File: config.mk
export PLATFORM = sky130hd
export DESIGN_NAME = pmsc_power_ctrl
export DESIGN_NICKNAME = d
export VERILOG_FILES = /design/src/rtl/pmsc_pkg.sv /design/src/rtl/pmsc_countdown.sv /design/src/rtl/pmsc_power_ctrl.sv
export SDC_FILE = /design/constraint.sdc
export NUM_CORES = 1
export LEC_CHECK = 0
export BUFFER_PORTS_ARGS = -buffer_cell sky130_fd_sc_hd__buf_4
export CAP_MARGIN = 40
export CELL_PAD_IN_SITES_DETAIL_PLACEMENT = 2
export CELL_PAD_IN_SITES_GLOBAL_PLACEMENT = 2
export CORE_ASPECT_RATIO = 0.9
export CORE_MARGIN = 5
export CORE_UTILIZATION = 38
export CTS_CLUSTER_DIAMETER = 60
export DETAILED_ROUTE_END_ITERATION = 10
export PLACE_DENSITY = 0.94
export SLEW_MARGIN = 20
export SYNTH_ARGS = -nofsm -noshare
export SYNTH_HDL_FRONTEND = slang
export SYNTH_SLANG_ARGS = --single-unit
File: constraint.sdc
create_clock -name clk -period 3.5 [get_ports clk]
set_input_delay 1.05 -clock clk [delete_from_list [all_inputs] [get_ports clk]]
set_output_delay 1.05 -clock clk [all_outputs]
set_load 0.02 [all_outputs]
File: src/rtl/pmsc_pkg.sv
/*
  Constants, types and register map of the power management control and
  status block: power-on, power-fail and watchdog flags, stop/idle control,
  and ring oscillator startup from stop.
  Assumes an 8-bit special function register port on the core side, a supply
  monitor that reports two comparator levels, and an external watchdog
  interval counter that delivers one timeout tick per interval.
*/
package pmsc_pkg;
// Operation
// - Power-on flag sets on power-up; only a software write of zero clears it.
// - Power-fail interrupt is raised only while its enable bit is one.
// - Power-fail interrupt vectors execution to location 33h.
// - Power-fail flag sets on a power-fail condition and stays until software clears.
// - Writing one to the power-fail flag forces the interrupt if enabled.
// - Watchdog timeout sets the watchdog interrupt flag.
// - With watchdog reset enabled, reset follows 512 clocks after the flag sets.
// - Software write or any reset clears the watchdog interrupt flag.
// - Watchdog reset sets the watchdog reset flag; software clears it.
// - Power-fail reset clears watchdog reset flag; untouched while reset disabled.
// - Reset enable zero stops watchdog resets; the interval counter keeps running.
// - Watchdog interrupt needs its own enable bit, not the reset enable.
// - Software must strobe the restart bit each period or the device resets.
// - The restart strobe bit clears itself after a write of one.
// - Bandgap select zero removes power-fail interrupt and reset during stop.
// - Stop bit halts execution and stops all clocks.
// - Idle bit halts execution while timers and clocks keep running.
// - Ring-mode status is one on ring oscillator, zero on crystal.
// - Ring select set resumes from stop on ring, crystal after 65,536 cycles.
// - Ring select clear holds execution 65,536 crystal cycles after stop.
// - Ring select is cleared only by power-on reset.
// - Power-fail flag sets again at once while supply stays below warning.
// - Hold reset 65536 clocks after power rises, restart on drop, start at 0000h; the power-on hold here lasts 65537 clocks.
// - Power-fail reset cannot be disabled by any control bit; here a bandgap select of zero masks it during stop.

  // Register offsets
  localparam logic [7:0] PMSC_ADDR_POWER_CONTROL = 8'h87;
  localparam logic [7:0] PMSC_ADDR_EXT_IRQ_FLAGS = 8'h91;
  localparam logic [7:0] PMSC_ADDR_WATCHDOG_POWER = 8'hD8;
  localparam logic [7:0] PMSC_ADDR_EXT_IRQ_ENABLE = 8'hE8;

  // Field positions
  localparam int PMSC_WDC_POR = 6;
  localparam int PMSC_WDC_PF_IRQ_EN = 5;
  localparam int PMSC_WDC_PF_FLAG = 4;
  localparam int PMSC_WDC_WD_FLAG = 3;
  localparam int PMSC_WDC_WD_RST_FLAG = 2;
  localparam int PMSC_WDC_WD_RST_EN = 1;
  localparam int PMSC_WDC_RESTART = 0;
  localparam int PMSC_EIE_WD_IRQ_EN = 4;
  localparam int PMSC_EXTENDED_INTERRUPT_FLAGS_RING_MODE = 2;
  localparam int PMSC_EXTENDED_INTERRUPT_FLAGS_RING_SEL = 1;
  localparam int PMSC_EXTENDED_INTERRUPT_FLAGS_BANDGAP = 0;
  localparam int PMSC_POWER_CONTROL_STOP = 1;
  localparam int PMSC_POWER_CONTROL_IDLE = 0;

  // Counts and vectors
  localparam int PMSC_CNT_W = 17;
  localparam int PMSC_WD_RESET_CLOCKS = 512;
  localparam int PMSC_STARTUP_CLOCKS = 65536;
  localparam logic [15:0] PMSC_PF_VECTOR = 16'h0033;
  localparam logic [15:0] PMSC_RESET_VECTOR = 16'h0000;
  localparam logic [7:0] PMSC_READ_NONE = 8'h00;

  // Operating modes, one-hot
  typedef enum logic [4:0] {
    PMSC_M_POR_HOLD = 5'b00001,
    PMSC_M_RUN = 5'b00010,
    PMSC_M_STOP = 5'b00100,
    PMSC_M_XTAL_WAIT = 5'b01000,
    PMSC_M_RING_RUN = 5'b10000
  } pmsc_mode_e;

  // Register port request
  typedef struct packed {
    logic [7:0] addr;
    logic [7:0] wdata;
    logic wr;
    logic rd;
  } pmsc_bus_req_s;

  // Supply monitor levels, high while the supply is below the threshold
  typedef struct packed {
    logic below_warn;
    logic below_reset;
  } pmsc_supply_s;

  // Whole state of the main module
  typedef struct packed {
    pmsc_mode_e mode;
    logic por_flag;
    logic pf_irq_en;
    logic pf_flag;
    logic wd_flag;
    logic wd_rst_flag;
    logic wd_rst_en;
    logic [7:0] ext_irq_enable;
    logic [4:0] extended_interrupt_flags_upper;
    logic ring_select;
    logic bandgap_sel;
    logic [5:0] power_control_upper;
    logic idle;
    logic restart_pulse;
    logic wd_reset_pulse;
    logic [7:0] rd_data;
  } pmsc_state_s;

  localparam pmsc_state_s PMSC_POR_STATE = '{
    mode: PMSC_M_POR_HOLD, por_flag: 1'b1, pf_irq_en: 1'b0, pf_flag: 1'b0,
    wd_flag: 1'b0, wd_rst_flag: 1'b0, wd_rst_en: 1'b0, ext_irq_enable: 8'h00,
    extended_interrupt_flags_upper: 5'h00, ring_select: 1'b0, bandgap_sel: 1'b0, power_control_upper: 6'h00,
    idle: 1'b0, restart_pulse: 1'b0, wd_reset_pulse: 1'b0, rd_data: 8'h00};

  // Countdown state
  typedef struct packed {
    logic busy;
    logic [PMSC_CNT_W-1:0] remaining;
  } pmsc_cnt_s;

  localparam pmsc_cnt_s PMSC_CNT_IDLE = '{busy: 1'b0, remaining: '0};

endpackage

File: src/rtl/pmsc_countdown.sv
/*
  Reloadable countdown used for the watchdog reset delay and the
  oscillator startup delays.
  Assumes len is at least one; start beats clear in the same cycle.
*/
`timescale 1ns/100ps
`default_nettype none
module pmsc_countdown
  import pmsc_pkg::*;
(
  // Clock and reset
  input wire logic clk,
  input wire logic rst_n,
  // Control
  input wire logic start,
  input wire logic clear,
  input wire logic [PMSC_CNT_W-1:0] len,
  // Status
  output logic busy,
  output logic done
);

  pmsc_cnt_s st_reg;
  pmsc_cnt_s st_next;

  // Done is the last counting cycle, so the owner sees it len cycles after start
  always_comb begin
    st_next = st_reg;
    done = st_reg.busy && (st_reg.remaining == PMSC_CNT_W'(1));
    if (start) begin
      st_next.busy = 1'b1;
      st_next.remaining = len;
    end else if (clear) begin
      st_next = PMSC_CNT_IDLE;
    end else if (st_reg.busy) begin
      st_next.remaining = st_reg.remaining - PMSC_CNT_W'(1);
      if (done) begin
        st_next.busy = 1'b0;
      end
    end
  end

  // State register
  always_ff @(posedge clk or negedge rst_n) begin
    if (!rst_n) begin
      st_reg <= PMSC_CNT_IDLE;
    end else begin
      st_reg <= st_next;
    end
  end

  assign busy = st_reg.busy;

endmodule // pmsc_countdown
`default_nettype wire

File: src/rtl/pmsc_power_ctrl.sv
/*
  Power management control and status: flag and enable registers seen by
  the core, reset sequencing after power-on and power-fail, watchdog reset
  delay, stop and idle control, and ring oscillator resume from stop.
  Assumes clk is the crystal clock (counted for startup), rst_n is the
  power-on reset, supply levels and the watchdog tick are synchronous to clk.
*/
// The address-and-strobe port is this design's own decision.
`timescale 1ns/100ps
`default_nettype none
module pmsc_power_ctrl
  import pmsc_pkg::*;
#(
  parameter int unsigned STARTUP_CLOCKS = PMSC_STARTUP_CLOCKS
)
(
  // Clock and power-on reset
  input wire logic clk,
  input wire logic rst_n,
  // Register port
  input wire pmsc_bus_req_s bus_req,
  output logic [7:0] rd_data,
  // Supply monitor and watchdog interval counter
  input wire pmsc_supply_s supply,
  input wire logic wdt_timeout_tick,
  output logic wdt_restart,
  // Wake-up from stop
  input wire logic wake_event,
  // Core control
  output logic cpu_reset,
  output logic [15:0] reset_vector,
  output logic cpu_halt,
  output logic clocks_stopped,
  output logic ring_mode_status,
  output logic bandgap_enable,
  // Interrupt controller
  output logic pf_irq,
  output logic [15:0] pf_irq_vector,
  output logic wd_irq
);

  localparam logic [PMSC_CNT_W-1:0] STARTUP_LEN = PMSC_CNT_W'(STARTUP_CLOCKS);
  localparam logic [PMSC_CNT_W-1:0] WD_LEN = PMSC_CNT_W'(PMSC_WD_RESET_CLOCKS);

  // One-hot register select, shared by the write and read paths
  function automatic logic [3:0] reg_select(input logic [7:0] a);
    logic [3:0] sel;
    sel = 4'h0;
    sel[0] = (a == PMSC_ADDR_WATCHDOG_POWER);
    sel[1] = (a == PMSC_ADDR_EXT_IRQ_ENABLE);
    sel[2] = (a == PMSC_ADDR_EXT_IRQ_FLAGS);
    sel[3] = (a == PMSC_ADDR_POWER_CONTROL);
    return sel;
  endfunction

  pmsc_state_s st_reg;
  pmsc_state_s st_next;

  logic [3:0] wr_sel;
  logic [3:0] rd_sel;
  logic sw_access;
  logic pf_monitor_on;
  logic pf_warn;
  logic pf_reset;
  logic wd_start;
  logic wd_clear;
  logic wd_busy;
  logic wd_done;
  logic su_start;
  logic su_clear;
  logic su_busy;
  logic su_done;
  logic [7:0] watchdog_power_control_view;
  logic [7:0] extended_interrupt_flags_view;
  logic [7:0] power_control_view;
  logic [7:0] rd_mux;
  logic in_ring;

  // Address decode
  assign wr_sel = bus_req.wr ? reg_select(bus_req.addr) : 4'h0;
  assign rd_sel = bus_req.rd ? reg_select(bus_req.addr) : 4'h0;

  // Software only runs in these modes; writes during reset or stop are dropped
  assign sw_access = (st_reg.mode == PMSC_M_RUN) || (st_reg.mode == PMSC_M_RING_RUN);
  assign in_ring = (st_reg.mode == PMSC_M_RING_RUN);

  // Bandgap is dropped in stop unless selected, saving supply current
  assign pf_monitor_on = !((st_reg.mode == PMSC_M_STOP) && !st_reg.bandgap_sel);
  assign pf_warn = supply.below_warn && pf_monitor_on;
  // Nothing but the stop-mode bandgap gate can mask this reset
  assign pf_reset = supply.below_reset && pf_monitor_on;

  // Register views
  assign watchdog_power_control_view = {1'b0, st_reg.por_flag, st_reg.pf_irq_en, st_reg.pf_flag,
                       st_reg.wd_flag, st_reg.wd_rst_flag, st_reg.wd_rst_en,
                       1'b0};
  assign extended_interrupt_flags_view = {st_reg.extended_interrupt_flags_upper, in_ring, st_reg.ring_select,
                      st_reg.bandgap_sel};
  assign power_control_view = {st_reg.power_control_upper, (st_reg.mode == PMSC_M_STOP), st_reg.idle};

  // Read multiplexer; unmapped addresses read zero
  always_comb begin
    case (rd_sel)
      4'h1: rd_mux = watchdog_power_control_view;
      4'h2: rd_mux = st_reg.ext_irq_enable;
      4'h4: rd_mux = extended_interrupt_flags_view;
      4'h8: rd_mux = power_control_view;
      default: rd_mux = PMSC_READ_NONE;
    endcase
  end

  // Next-state logic for registers, modes and counter controls
  always_comb begin
    st_next = st_reg;
    wd_start = 1'b0;
    wd_clear = 1'b0;
    su_start = 1'b0;
    su_clear = 1'b0;
    st_next.restart_pulse = 1'b0;
    st_next.wd_reset_pulse = 1'b0;
    st_next.rd_data = rd_mux;

    // Software writes
    if (sw_access) begin
      if (wr_sel[0]) begin
        st_next.por_flag = st_reg.por_flag && bus_req.wdata[PMSC_WDC_POR];
        st_next.pf_irq_en = bus_req.wdata[PMSC_WDC_PF_IRQ_EN];
        st_next.pf_flag = bus_req.wdata[PMSC_WDC_PF_FLAG];
        st_next.wd_flag = bus_req.wdata[PMSC_WDC_WD_FLAG];
        st_next.wd_rst_flag = bus_req.wdata[PMSC_WDC_WD_RST_FLAG];
        st_next.wd_rst_en = bus_req.wdata[PMSC_WDC_WD_RST_EN];
        // Strobe is a pulse only, the bit itself never stores
        st_next.restart_pulse = bus_req.wdata[PMSC_WDC_RESTART];
      end
      if (wr_sel[1]) begin
        st_next.ext_irq_enable = bus_req.wdata;
      end
      if (wr_sel[2]) begin
        st_next.extended_interrupt_flags_upper = bus_req.wdata[7:3];
        st_next.ring_select = bus_req.wdata[PMSC_EXTENDED_INTERRUPT_FLAGS_RING_SEL];
        st_next.bandgap_sel = bus_req.wdata[PMSC_EXTENDED_INTERRUPT_FLAGS_BANDGAP];
      end
      if (wr_sel[3]) begin
        st_next.power_control_upper = bus_req.wdata[7:2];
        st_next.idle = bus_req.wdata[PMSC_POWER_CONTROL_IDLE];
        if (bus_req.wdata[PMSC_POWER_CONTROL_STOP]) begin
          st_next.mode = PMSC_M_STOP;
          st_next.idle = 1'b0;
          su_clear = 1'b1;
        end
      end
    end

    // Hardware sets after the write, so a set in the clearing cycle wins
    if (pf_warn) begin
      st_next.pf_flag = 1'b1;
    end
    if (wdt_timeout_tick && sw_access) begin
      st_next.wd_flag = 1'b1;
    end

    // Any pending request or a wake pin ends idle
    if (st_reg.idle && (pf_irq || wd_irq || wake_event)) begin
      st_next.idle = 1'b0;
    end

    // Watchdog reset delay runs only while the reset is enabled
    if (wdt_timeout_tick && sw_access && st_reg.wd_rst_en) begin
      wd_start = 1'b1;
    end
    // Only a running delay needs clearing
    if ((st_reg.restart_pulse || !st_reg.wd_rst_en) && wd_busy) begin
      wd_clear = 1'b1;
    end

    // Mode sequencing
    case (st_reg.mode)
      PMSC_M_POR_HOLD: begin
        if (!su_busy) begin
          su_start = 1'b1;
        end else if (su_done) begin
          st_next.mode = PMSC_M_RUN;
        end
      end
      PMSC_M_RUN: begin
      end
      PMSC_M_STOP: begin
        if (wake_event) begin
          su_start = 1'b1;
          if (st_reg.ring_select) begin
            st_next.mode = PMSC_M_RING_RUN;
          end else begin
            st_next.mode = PMSC_M_XTAL_WAIT;
          end
        end
      end
      PMSC_M_XTAL_WAIT: begin
        if (su_done) begin
          st_next.mode = PMSC_M_RUN;
        end
      end
      PMSC_M_RING_RUN: begin
        if (su_done && (st_next.mode == PMSC_M_RING_RUN)) begin
          st_next.mode = PMSC_M_RUN;
        end
      end
      default: begin
        st_next.mode = PMSC_M_POR_HOLD;
      end
    endcase

    // Watchdog expiry: one-cycle core reset, cause recorded
    if (wd_done && st_reg.wd_rst_en && !wd_clear) begin
      st_next = PMSC_POR_STATE;
      st_next.mode = PMSC_M_RUN;
      st_next.por_flag = st_reg.por_flag;
      st_next.ring_select = st_reg.ring_select;
      st_next.wd_flag = 1'b0;
      st_next.wd_rst_flag = 1'b1;
      st_next.wd_reset_pulse = 1'b1;
      st_next.rd_data = rd_mux;
      su_start = 1'b0;
      su_clear = 1'b1;
    end

    // Power-fail reset: full hold, startup count restarts each cycle it lasts
    if (pf_reset) begin
      st_next = PMSC_POR_STATE;
      st_next.por_flag = st_reg.por_flag;
      st_next.ring_select = st_reg.ring_select;
      st_next.wd_rst_flag = 1'b0;
      st_next.rd_data = rd_mux;
      su_start = 1'b1;
      su_clear = 1'b0;
      wd_start = 1'b0;
      wd_clear = 1'b1;
    end
  end

  // State register; power-on reset is the only reset that clears ring select
  always_ff @(posedge clk or negedge rst_n) begin
    if (!rst_n) begin
      st_reg <= PMSC_POR_STATE;
    end else begin
      st_reg <= st_next;
    end
  end

  // Watchdog reset delay
  pmsc_countdown u_wd_delay (
    .clk(clk),
    .rst_n(rst_n),
    .start(wd_start),
    .clear(wd_clear),
    .len(WD_LEN),
    .busy(wd_busy),
    .done(wd_done)
  );

  // Power-on and stop-exit oscillator startup count
  pmsc_countdown u_startup (
    .clk(clk),
    .rst_n(rst_n),
    .start(su_start),
    .clear(su_clear),
    .len(STARTUP_LEN),
    .busy(su_busy),
    .done(su_done)
  );

  // Interrupt requests follow flag and enable
  assign pf_irq = st_reg.pf_flag && st_reg.pf_irq_en;
  assign wd_irq = st_reg.wd_flag && st_reg.ext_irq_enable[PMSC_EIE_WD_IRQ_EN];
  assign pf_irq_vector = PMSC_PF_VECTOR;
  assign reset_vector = PMSC_RESET_VECTOR;

  // Core control decodes of the mode register and the other state bits
  assign cpu_reset = (st_reg.mode == PMSC_M_POR_HOLD) || st_reg.wd_reset_pulse;
  assign cpu_halt = st_reg.idle || (st_reg.mode == PMSC_M_STOP)
                    || (st_reg.mode == PMSC_M_XTAL_WAIT);
  assign clocks_stopped = (st_reg.mode == PMSC_M_STOP);
  assign ring_mode_status = in_ring;
  assign bandgap_enable = pf_monitor_on;
  assign wdt_restart = st_reg.restart_pulse;
  assign rd_data = st_reg.rd_data;

endmodule // pmsc_power_ctrl
`default_nettype wire

# [Yosys cells after proc, flatten, opt, wreduce, memory -nomap -nowiden]
# Index checks and enable logic that the tools add are counted.
[classes] n_addsub=2 eq_ne=16 mux=45 n_bitwise=2 n_reduce_logical=48
[op_table] cell="$mux W18" count=6
[op_table] cell="$mux W43" count=2
[op_table] cell="$mux W5" count=7
[op_table] cell="$eq A17 B1 Y1 const B" count=2
[op_table] cell="$mux W34" count=1
[op_table] cell="$sub A17 B1 Y17 const B" count=2
[op_table] cell="$eq A8 B8 Y1 const B" count=4
[op_table] cell="$pmux W8 S4" count=1
[op_table] cell="$pmux W5 S5" count=1
[op_table] cell="$reduce_bool A4 Y1" count=6
[op_table] cell="$reduce_bool A3 Y1" count=7
[op_table] cell="$mux W1" count=20
[op_table] cell="$logic_and A1 B1 Y1" count=15
[op_table] cell="$mux W7" count=2
[op_table] cell="$reduce_and A2 Y1" count=7
[op_table] cell="$eq A5 B5 Y1 const B" count=2
[op_table] cell="$mux W4" count=2
[op_table] cell="$mux W8" count=1
[op_table] cell="$reduce_and A4 Y1" count=2
[op_table] cell="$logic_or A1 B1 Y1" count=7
[op_table] cell="$mux W6" count=1
[op_table] cell="$eq A5 B1 Y1 const B" count=1
[op_table] cell="$eq A5 B2 Y1 const B" count=1
[op_table] cell="$eq A5 B3 Y1 const B" count=1
[op_table] cell="8 further kinds" count=12
[totals] ff_bits=79 in_bits=24 out_inout_bits=48

# [Logic depth before layout (Yosys ltp)]
# Gate-level depths: netlist of the first run.
[depth] depth_word=10 depth_mapped=8 depth_no_buf=7

# [Modules after synthesis]
# A second synthesis of the first run with hierarchy kept.
[unflattened] cells_unflattened=481 area_unflattened_um2=4878.4
[by_module_without_submodules] mod="pmsc_power_ctrl" n_inst=1 cells_each=277 area_each_um2=2666.3 seq_area_each_um2=1078.5
[by_module_without_submodules] mod="pmsc_countdown" n_inst=2 cells_each=102 area_each_um2=1106.1 seq_area_each_um2=450.4

# [Least setup slack after synthesis of the first run]
# OpenSTA, ideal clock, no wires.
[synth_path] path_kind="register to output" start="register st_reg[38] in the netlist's numbering" end="output port bandgap_enable" arrival_ns=1.410 required_ns=2.450 slack_ns=1.040 path_stages_with_launch=6 cell_sequence="dfstp_2 clkbuf_1 nor2_1 nand3_1 inv_1 nand2b_1"
[synth_via] elab_chain_cells=3
[synth_lines] item="start, declared" line_no="pmsc_power_ctrl.sv:56" source="pmsc_state_s st_reg;"
[synth_lines] item="start signal, assigned" line_no="pmsc_power_ctrl.sv:245" source="st_reg <= st_next;"
[synth_lines] item="$eq A5 B3 Y1"
[synth_lines] item="named net clocks_stopped" line_no="pmsc_power_ctrl.sv:33" source="output logic clocks_stopped,"
[synth_lines] item="$logic_and A1 B1 Y1" line_no="pmsc_power_ctrl.sv:88" source="assign pf_monitor_on = !((st_reg.mode == PMSC_M_STOP) && !st_reg.bandgap_sel);"
[synth_lines] item="$logic_not A1 Y1" line_no="pmsc_power_ctrl.sv:88"
[synth_lines] item="end, declared" line_no="pmsc_power_ctrl.sv:35" source="output logic bandgap_enable,"
# The timed path passes the listed nets, and every way through them passes these cells.

# [Worst setup path after layout of the first run]
[layout_path] start="register st_reg[39] in the netlist's numbering" end="output port bandgap_enable"
[layout_via] elab_chain_cells=3
[layout_lines] item="$eq A5 B3 Y1" line_no="pmsc_power_ctrl.sv:88"
[layout_lines] item="$logic_and A1 B1 Y1" line_no="pmsc_power_ctrl.sv:88"
[layout_lines] item="$logic_not A1 Y1" line_no="pmsc_power_ctrl.sv:88"
# Every way passes these cells.

==> results of run 1 <==
-- where the power goes --
part,internal (mW),switching (mW)
Sequential,0.977,0.0850
Combinational,0.220,0.336
Clock,0.497,0.430
-- area by class of cell --
type	count	area share (%)
Timing Repair Buffer	44	6.963
Clock inverter	7	1.268
Sequential cell	79	39.34
Tap cell	156	3.880
Inverter	10	0.7461
Clock buffer	9	4.476
Multi-Input combinational cell	364	43.32
-- cell families (layout without fill, tap and decap cells) --
family                   Yosys count  in the layout
flip-flops                        79             79
XOR/XNOR                          18             18
multiplexers                      12             12
adder cells (fa/ha/maj)            4              4
other                              2             32
buffers and inverters             75             70
AO/OA/AOI/OAI                     95             95
AND/OR/NAND/NOR                  203            203
-- final timing paths --
kind / start / end / depth (start not counted) / slack (ns)
setup / recovery: st_reg[39] / bandgap_enable / 5 / 0.68
hold / removal: st_reg[37] / st_reg[37] / 1 / 0.46
setup reg to reg: u_wd_delay.st_reg[10] / extended_interrupt_flags_view[1] / 5 / 0.80
hold reg to reg: st_reg[37] / st_reg[37] / 1 / 0.46
max in group asynchronous: rst_n / st_reg[38] / 2 / 2.23
min in group asynchronous: rst_n / u_wd_delay.st_reg[2] / 1 / 0.61
-- critical path, stage by stage, from the launching register on --
cell and delay (ns):
dfrtp_1 0.49, nor2_1 0.29, nand3_1 0.19, inv_1 0.20, nand2b_1 0.09, buf_4 0.16
-- Yosys cell counts, types with 3 or more instances --
master	instances	area share (%)
buf_4	42	7.0
or3_1	5	0.69
nor3_1	11	1.2
dfrtp_1	77	43
or4_1	9	1.5
nand4_1	9	1.2
or2_2	3	0.42
a22oi_1	14	2.3
mux2i_1	11	2.4
xor2_1	7	1.4
nor4b_1	3	0.58
nor2_1	45	3.7
nand3_1	21	2.3
buf_1	3	0.25
nor2b_1	4	0.56
ha_1	4	1.1
nor3b_1	5	0.83
nor4_1	8	1.1
inv_1	10	0.83
o211ai_1	3	0.50
buf_2	5	0.56
nand2b_1	5	0.69
and3_1	9	1.2
and4_1	3	0.58
a31oi_1	12	1.7
nand2_1	46	3.8
and2_1	4	0.56
o21ai_0	11	1.2
clkbuf_1	13	1.1
xnor2_1	11	2.1
a21oi_1	32	3.6
-- through the flow --
stage	util [%]	std cells	setup WS [ns]	cell area (um2)	power [mW]
finish	43.64	669	0.6769	5031	2.544
global route	43.64	669	0.4897	5031	2.672
CTS	43.64	669	0.6530	5031	2.571
detailed placement	41.14	653	0.5747	4742	1.622
global placement	40.90	652	0.7500	4715	1.566
floorplan	-	518	1.040	4619	1.466
-- per-layer routing --
layer / global-route usage [%] / vias to the layer above / wire length (um)
li1: - / 1720 / -
met1: 27.33 / 1978 / 6326
met2: 37.75 / 128 / 7712
met3: 4.106 / 32 / 604
met4: 8.473 / 0 / 342
met5: 0 / - / 0
==> flow_summary.toml, run 1 <==
[finish]
area_growth_pct = 11.63
final_common_cell = "dfrtp_1"
multi_input_area_um2 = 2180
largest_reg_flops = 20
ff_latch_area_um2 = 1979
drive_above_1_share_pct = 15.01
n_antenna_cell = 0
fill_cells = 1227
nNetsFinal = 536
mostFrequentLayoutCells = "dfrtp_1, nand2_1, nor2_1"

[routing]
vias = 3858
first_iter_violations = 260
wirelength_um = 14990
wl_per_cell_um = 22.40
drc = 0
dr.pass1.iters = 4
antenna_left = 0
via_per_inst = 5.767

[yosys]
synth_top_family_by_area = "simple AND/OR/NAND/NOR gates"
ys_seq_area_share_pct = 43.92
async_flop_share_pct = 100.0
synth_adder_area_share_pct = 1.110
synthMuxAreaShare_pct = 2.693
synth_xor_area_share_pct = 3.498
yosys.area_share.simple_pct = 24.15
ys_types = 64
synthFlopType = "dfrtp_1"
ys_warn_count = 0
syn_area_per_cell_um2 = 9.235
synth_edf_count = 0
synth_compound_area_share_pct = 14.24
synth_seq_cells = 79
synthCells = 488
synth_area_um2 = 4507

[die]
start_util_pct = 39.10
rows = 37
core_area_um2 = 11530
die_area_um2 = 14140
io_pins = 72
die_h_um = 113.3
die_w_um = 124.8

[sta]
hold_viol = 0
period_share_pct = 80.66
worst_slew_pin_slew_ns = 0.8369
setup_viol_count_final = 0
tns_ns = 0
clock_skew_ns = 0.01205
rsz0062_at_grt = "no"
finalCriticalPeriod_ns = 2.823
maxSlewViolCount = 0
max_freq_ghz = 0.3542
slew_headroom_pct = 44.03
hold_ws_ns = 0.4567

[clock_network]
htree_num_levels = 3
cts_tree = "done"
cts_buffers = 9
clkLatencyLatePin_ns = 0.35
postCtsHoldBufs = 0
cts_root_buf = "clkbuf_16"
cts_resized = 0
clk_path_buf_depth = 2
postCtsSetupBuffers = 0
clkSlewWorstSetupHoldPaths_ns = 0.07
cts.sinks = 79

[grt]
grt_max_degree = 56
grt_pass1_vias = 4427
overflow = 0
antenna_found_initial = 0
grt_first_pass_wirelength_um = 24650
grt_usage_pct = 21.89

[critical_path]
worstSetupStartpointType = "flip-flop"
crit_fanout = 8
crit_type = "reg2out"
critPathArrivalTime_ns = 1.77
required_ns = 2.45
cp-end-kind = "output port"

[run]
cap_violations = 0

[place]
hpwl_um = 10480
io_buffers = 39
gp_congestion = 0.8494

[min_path]
worstHoldPathType = "reg2reg"

[power_and_ir_drop]
powerDensity_nw_per_um2 = 505.7
peakVddDrop_mv = 0.2094
p_leak_nw = 2.332

[status]
status = "complete, no violations"
Note: power is estimated with default switching activity, not from simulation.
==> inputs of run 2 (changes only) <==
--- a/config.mk
+++ b/config.mk
@@ -11,10 +11,10 @@
 export CELL_PAD_IN_SITES_GLOBAL_PLACEMENT = 2
 export CORE_ASPECT_RATIO = 0.9
 export CORE_MARGIN = 5
-export CORE_UTILIZATION = 38
+export CORE_UTILIZATION = 32
 export CTS_CLUSTER_DIAMETER = 60
 export DETAILED_ROUTE_END_ITERATION = 10
-export PLACE_DENSITY = 0.94
+export PLACE_DENSITY = 0.85
 export SLEW_MARGIN = 20
 export SYNTH_ARGS = -nofsm -noshare
 export SYNTH_HDL_FRONTEND = slang
==> constraint.sdc (replaced) <==
create_clock -name clk -period 2.5 [get_ports clk]
set_input_delay 0.75 -clock clk [delete_from_list [all_inputs] [get_ports clk]]
set_output_delay 0.75 -clock clk [all_outputs]
set_load 0.02 [all_outputs]
==> flow_summary.toml, run 2 (same netlist as run 1, synthesis figures left out) <==
[status]
status = "complete, no violations"

[sta]
clock_skew_ns = 0.01134
slew_headroom_pct = 59.02
period_share_pct = 96.15
tns_ns = 0
maxSlewViolCount = 0
hold_ws_ns = 0.3852
worst_slew_pin_slew_ns = 0.6090
rsz0062_at_grt = "no"
max_freq_ghz = 0.4160
hold_viol = 0
setup_viol_count_final = 0
finalCriticalPeriod_ns = 2.404
setup_ws_ns = 0.09614

[critical_path]
required_ns = 1.75
crit_chain = "nor2_2, nand3_1, inv_1, nand2b_1, buf_4"
cp-end-kind = "output port"
worst-path-buf-inv = 2
critPathArrivalTime_ns = 1.65
crit_fanout = 9
critical-path-max-stage-delay_ns = 0.67
crit_type = "reg2out"
worstSetupStartpointType = "flip-flop"
slowest_stage = "dfstp_2"
r2r_slack_ns = 0.21
path_delay_family = "flip-flops"

[power_and_ir_drop]
powerDensity_nw_per_um2 = 720.9
peakVddDrop_mv = 0.3670
p_sw_share_pct = 29.56
p_leak_nw = 2.418
pwr-share-seq_pct = 39.2
total_power_mw = 3.774
p_int_mw = 2.659
clock_power_share_pct = 40.7
p_comb_share_pct = 20.1
switching_power_mw = 1.115

[clock_network]
clk_path_buf_depth = 2
cts.sinks = 79
cts_tree = "done"
cts_root_buf = "clkbuf_16"
cts_buffers = 9
clkLatencyLatePin_ns = 0.35
postCtsHoldBufs = 0
htree_num_levels = 3
postCtsSetupBuffers = 0
clkSlewWorstSetupHoldPaths_ns = 0.06

[finish]
area_growth_pct = 16.16
layout.cells.non_filler = 717
n_antenna_cell = 0
fill_cells = 1523
drive_above_1_share_pct = 17.75
final_util_pct = 37.66
final_common_cell = "dfrtp_1"
ff_latch_area_um2 = 1981
largest_reg_flops = 20
multi_input_area_um2 = 2191
final_area_um2 = 5235
mostFrequentLayoutCells = "dfrtp_1, buf_4, nand2_1"
nNetsFinal = 547

[place]
place_area_um2 = 4876
io_buffers = 39
dp_slack_ns = -0.01387
dp.cells = 701
hpwl_um = 10250
gp_congestion = 0.8124

[die]
die_area_um2 = 16560
io_pins = 72
die_w_um = 135.1
rows = 41
die_h_um = 122.6
core_area_um2 = 13900
start_util_pct = 32.42

[grt]
grt_first_pass_wirelength_um = 23530
grt_pass1_vias = 4385
grt_max_degree = 42
grt_usage_pct = 18.04
overflow = 0
antenna_found_initial = 0

[routing]
wirelength_um = 14280
drc = 0
antenna_left = 0
dr.pass1.iters = 4
first_iter_violations = 234
wl_per_cell_um = 19.91
vias = 3840
via_per_inst = 5.356

[min_path]
worstHoldPathType = "in2async"

[run]
cap_violations = 0
-- run 2: worst register-to-register path, stage by stage (launching register included) --
cell,delay [ns]
dfrtp_1,0.49
or3b_4,0.44
o41a_4,0.45
or3_4,0.47
o21ai_0,0.23
a22o_1,0.16
-- run 2: cell type report --
cell class	instances	share of cell area (%)
flip-flops and latches	79	37.83
multi-input cells	364	41.85
clock inverters	7	2.318
repair buffers	55	8.365
well taps	193	4.613
clock buffers	9	4.302
inverters	10	0.7170
-- run 2: per-layer routing --
layer,vias to the layer above,GRT usage (%),wire [um]
met1,1970,23.31,6406
li1,1742,-,-
met2,109,30.72,6972
met3,19,3.033,641
met5,-,0,0
met4,0,6.234,258
-- run 2: power groups by stage --
stage	registers [mW]	logic (mW)	clock network, mW
floorplan	1.46	0.592	0
global placement	1.49	0.717	0
detailed placement	1.50	0.749	0
CTS	1.48	0.765	1.57
global route	1.49	0.849	1.63
finish	1.48	0.759	1.54
-- run 2: what timing repair did --
action,CTS,global route
setup endpoints to repair,0,6
hold endpoints to repair,0,0
gates resized for setup,0,5
-- run 2: path summary, 6_finish.rpt --
kind	end	depth (start not counted)	startpoint
worst min-delay path	extended_interrupt_flags_view[6]	1	rst_n
worst max register to register	u_wd_delay.st_reg[7]	5	st_reg[40]
min in group clk	st_reg[37]	1	st_reg[37]
worst min register to register	st_reg[37]	1	st_reg[37]
worst max-delay path	bandgap_enable	5	st_reg[38]
max in group asynchronous	st_reg[38]	2	rst_n
==> inputs of run 3 (changes only) <==
==> constraint.sdc (replaced) <==
create_clock -name clk -period 2.2 [get_ports clk]
set_input_delay 0.66 -clock clk [delete_from_list [all_inputs] [get_ports clk]]
set_output_delay 0.66 -clock clk [all_outputs]
set_load 0.02 [all_outputs]
==> flow_summary.toml, run 3 (same netlist as run 1, synthesis figures left out) <==
[status]
status = "complete, no violations"

[critical_path]
crit_fanout = 4
critical-path-max-stage-delay_ns = 0.56
crit_chain = "or4_4, or4_4, or3_1, a31oi_1"
worst-path-buf-inv = 0
critPathArrivalTime_ns = 2.45
required_ns = 2.46
reg2reg_depth = 4
slowest_stage = "or4_4"
path_delay_family = "simple AND/OR/NAND/NOR gates"
worstSetupStartpointType = "flip-flop"
r2r_slack_ns = 0.01
critPathMostFrequentCell = "or4_4"
critical_path_depth = 4
crit_type = "reg2reg"
cp-end-kind = "flip-flop"

[place]
io_buffers = 39
hpwl_um = 11020
gp_congestion = 0.8101

[min_path]
worstHoldPathType = "in2async"

[clock_network]
cts_tree = "done"
clk_path_buf_depth = 2
clkSlewWorstSetupHoldPaths_ns = 0.07
cts_buffers = 9
clkLatencyLatePin_ns = 0.35
cts_root_buf = "clkbuf_16"
htree_num_levels = 3
cts.sinks = 79

[die]
core_area_um2 = 13900
rows = 41
die_w_um = 135.1
die_h_um = 122.6
die_area_um2 = 16560
io_pins = 72
start_util_pct = 32.42

[sta]
rsz0062_at_grt = "yes"
setup_viol_count_final = 0
tns_ns = 0
hold_viol = 0
maxSlewViolCount = 0
slew_headroom_pct = 64.55
clock_skew_ns = 0.01270
period_share_pct = 99.47
worst_slew_pin_slew_ns = 0.5244
max_freq_ghz = 0.4570
finalCriticalPeriod_ns = 2.188
hold_ws_ns = 0.2324

[routing]
antenna_left = 0
first_iter_violations = 193
wl_per_cell_um = 20.98
via_per_inst = 5.319
dr.pass1.iters = 4
wirelength_um = 15630
drc = 0
vias = 3963

[grt]
grt_usage_pct = 19.43
grt_max_degree = 36
grt_pass1_vias = 4560
overflow = 0
grt_first_pass_wirelength_um = 25190
antenna_found_initial = 0

[power_and_ir_drop]
peakVddDrop_mv = 0.3518
clock_power_share_pct = 38.1
p_comb_share_pct = 24.0
pwr-share-seq_pct = 37.9
p_sw_share_pct = 31.54
switching_power_mw = 1.405
total_power_mw = 4.455
powerDensity_nw_per_um2 = 804.9
p_leak_nw = 2.570
p_int_mw = 3.050

[finish]
fill_cells = 1501
drive_above_1_share_pct = 24.09
area_growth_pct = 22.79
nNetsFinal = 575
largest_reg_flops = 20
mostFrequentLayoutCells = "buf_4, dfrtp_1, nand2_1"
n_antenna_cell = 0
final_common_cell = "buf_4"

[run]
cap_violations = 0
[run 3: cell types whose count changed in the layout (fill, tap and decap cells not counted), moves of 3 or more]
cell,before,now
clkinv_4,3,0
nor2_1,43,40
nand3_4,0,3
buf_4,53,78
[run 3: final cells by class]
class	count	area (um2)	area share, %
repair buffers	83	668.1	12.07
clock buffers	10	239.0	4.318
inverters	10	40.04	0.7235
well taps	193	241.5	4.364
flip-flops and latches	79	1981	35.79
clock inverters	6	90.09	1.628
multi-input cells	364	2275	41.10
[run 3: worst register-to-register path, stage by stage (launching register included)]
cell and delay (ns):
dfrtp_1 0.42, or4_4 0.56, or4_4 0.54, or3_1 0.37, a31oi_1 0.22
[run 3: stage by stage]
| step | utilization [%] | setup WS [ns] | std cells | instance area (um2) |
|---|---|---|---|---|
| finish | 39.81 | 0.01159 | 745 | 5534 |
| global route | 39.81 | -0.04614 | 745 | 5534 |
| CTS | 39.24 | 0.005139 | 743 | 5455 |
| detailed placement | 36.46 | -0.07122 | 725 | 5069 |
| global placement | 36.46 | 0.06325 | 725 | 5069 |
| floorplan | - | 0.1299 | 518 | 4619 |
[run 3: what timing repair did]
action                                  4_1_cts  5_1_grt
buffers inserted                              2        2
hold buffers                                  0        0
resized for setup                            11       15
pin swaps                                     1        2
endpoints found under the setup margin        7       28
[run 3: path summary, 6_finish.rpt]
kind	from	endpoint
setup / recovery	u_startup.st_reg[10]	st_reg[39]
hold / removal	rst_n	st_reg[30]
setup reg to reg	u_startup.st_reg[10]	st_reg[39]
hold reg to reg	st_reg[37]	st_reg[37]
max in group asynchronous	rst_n	st_reg[28]
min in group clk	st_reg[37]	st_reg[37]
[run 3: power by group through the flow]
stage | sequential (mW) | combinational, mW | clock, mW
after global placement | 1.69 | 0.887 | 0
after global routing | 1.71 | 1.16 | 1.79
after detailed placement | 1.70 | 0.951 | 0
final | 1.69 | 1.07 | 1.70
after floorplan | 1.66 | 0.672 | 0
after CTS | 1.68 | 1.00 | 1.72
[run 3: layer usage]
metal  wire length [um]  global-route usage (%)  vias to the layer above  share of wire [%]
li1                   -                       -                     1791                  -
met1               6908                   24.97                     2068                 44
met2               7983                   32.80                       86                 51
met3                511                   4.467                       18                3.3
met4                229                   5.730                        0                1.5
met5                  0                       0                        -                  0
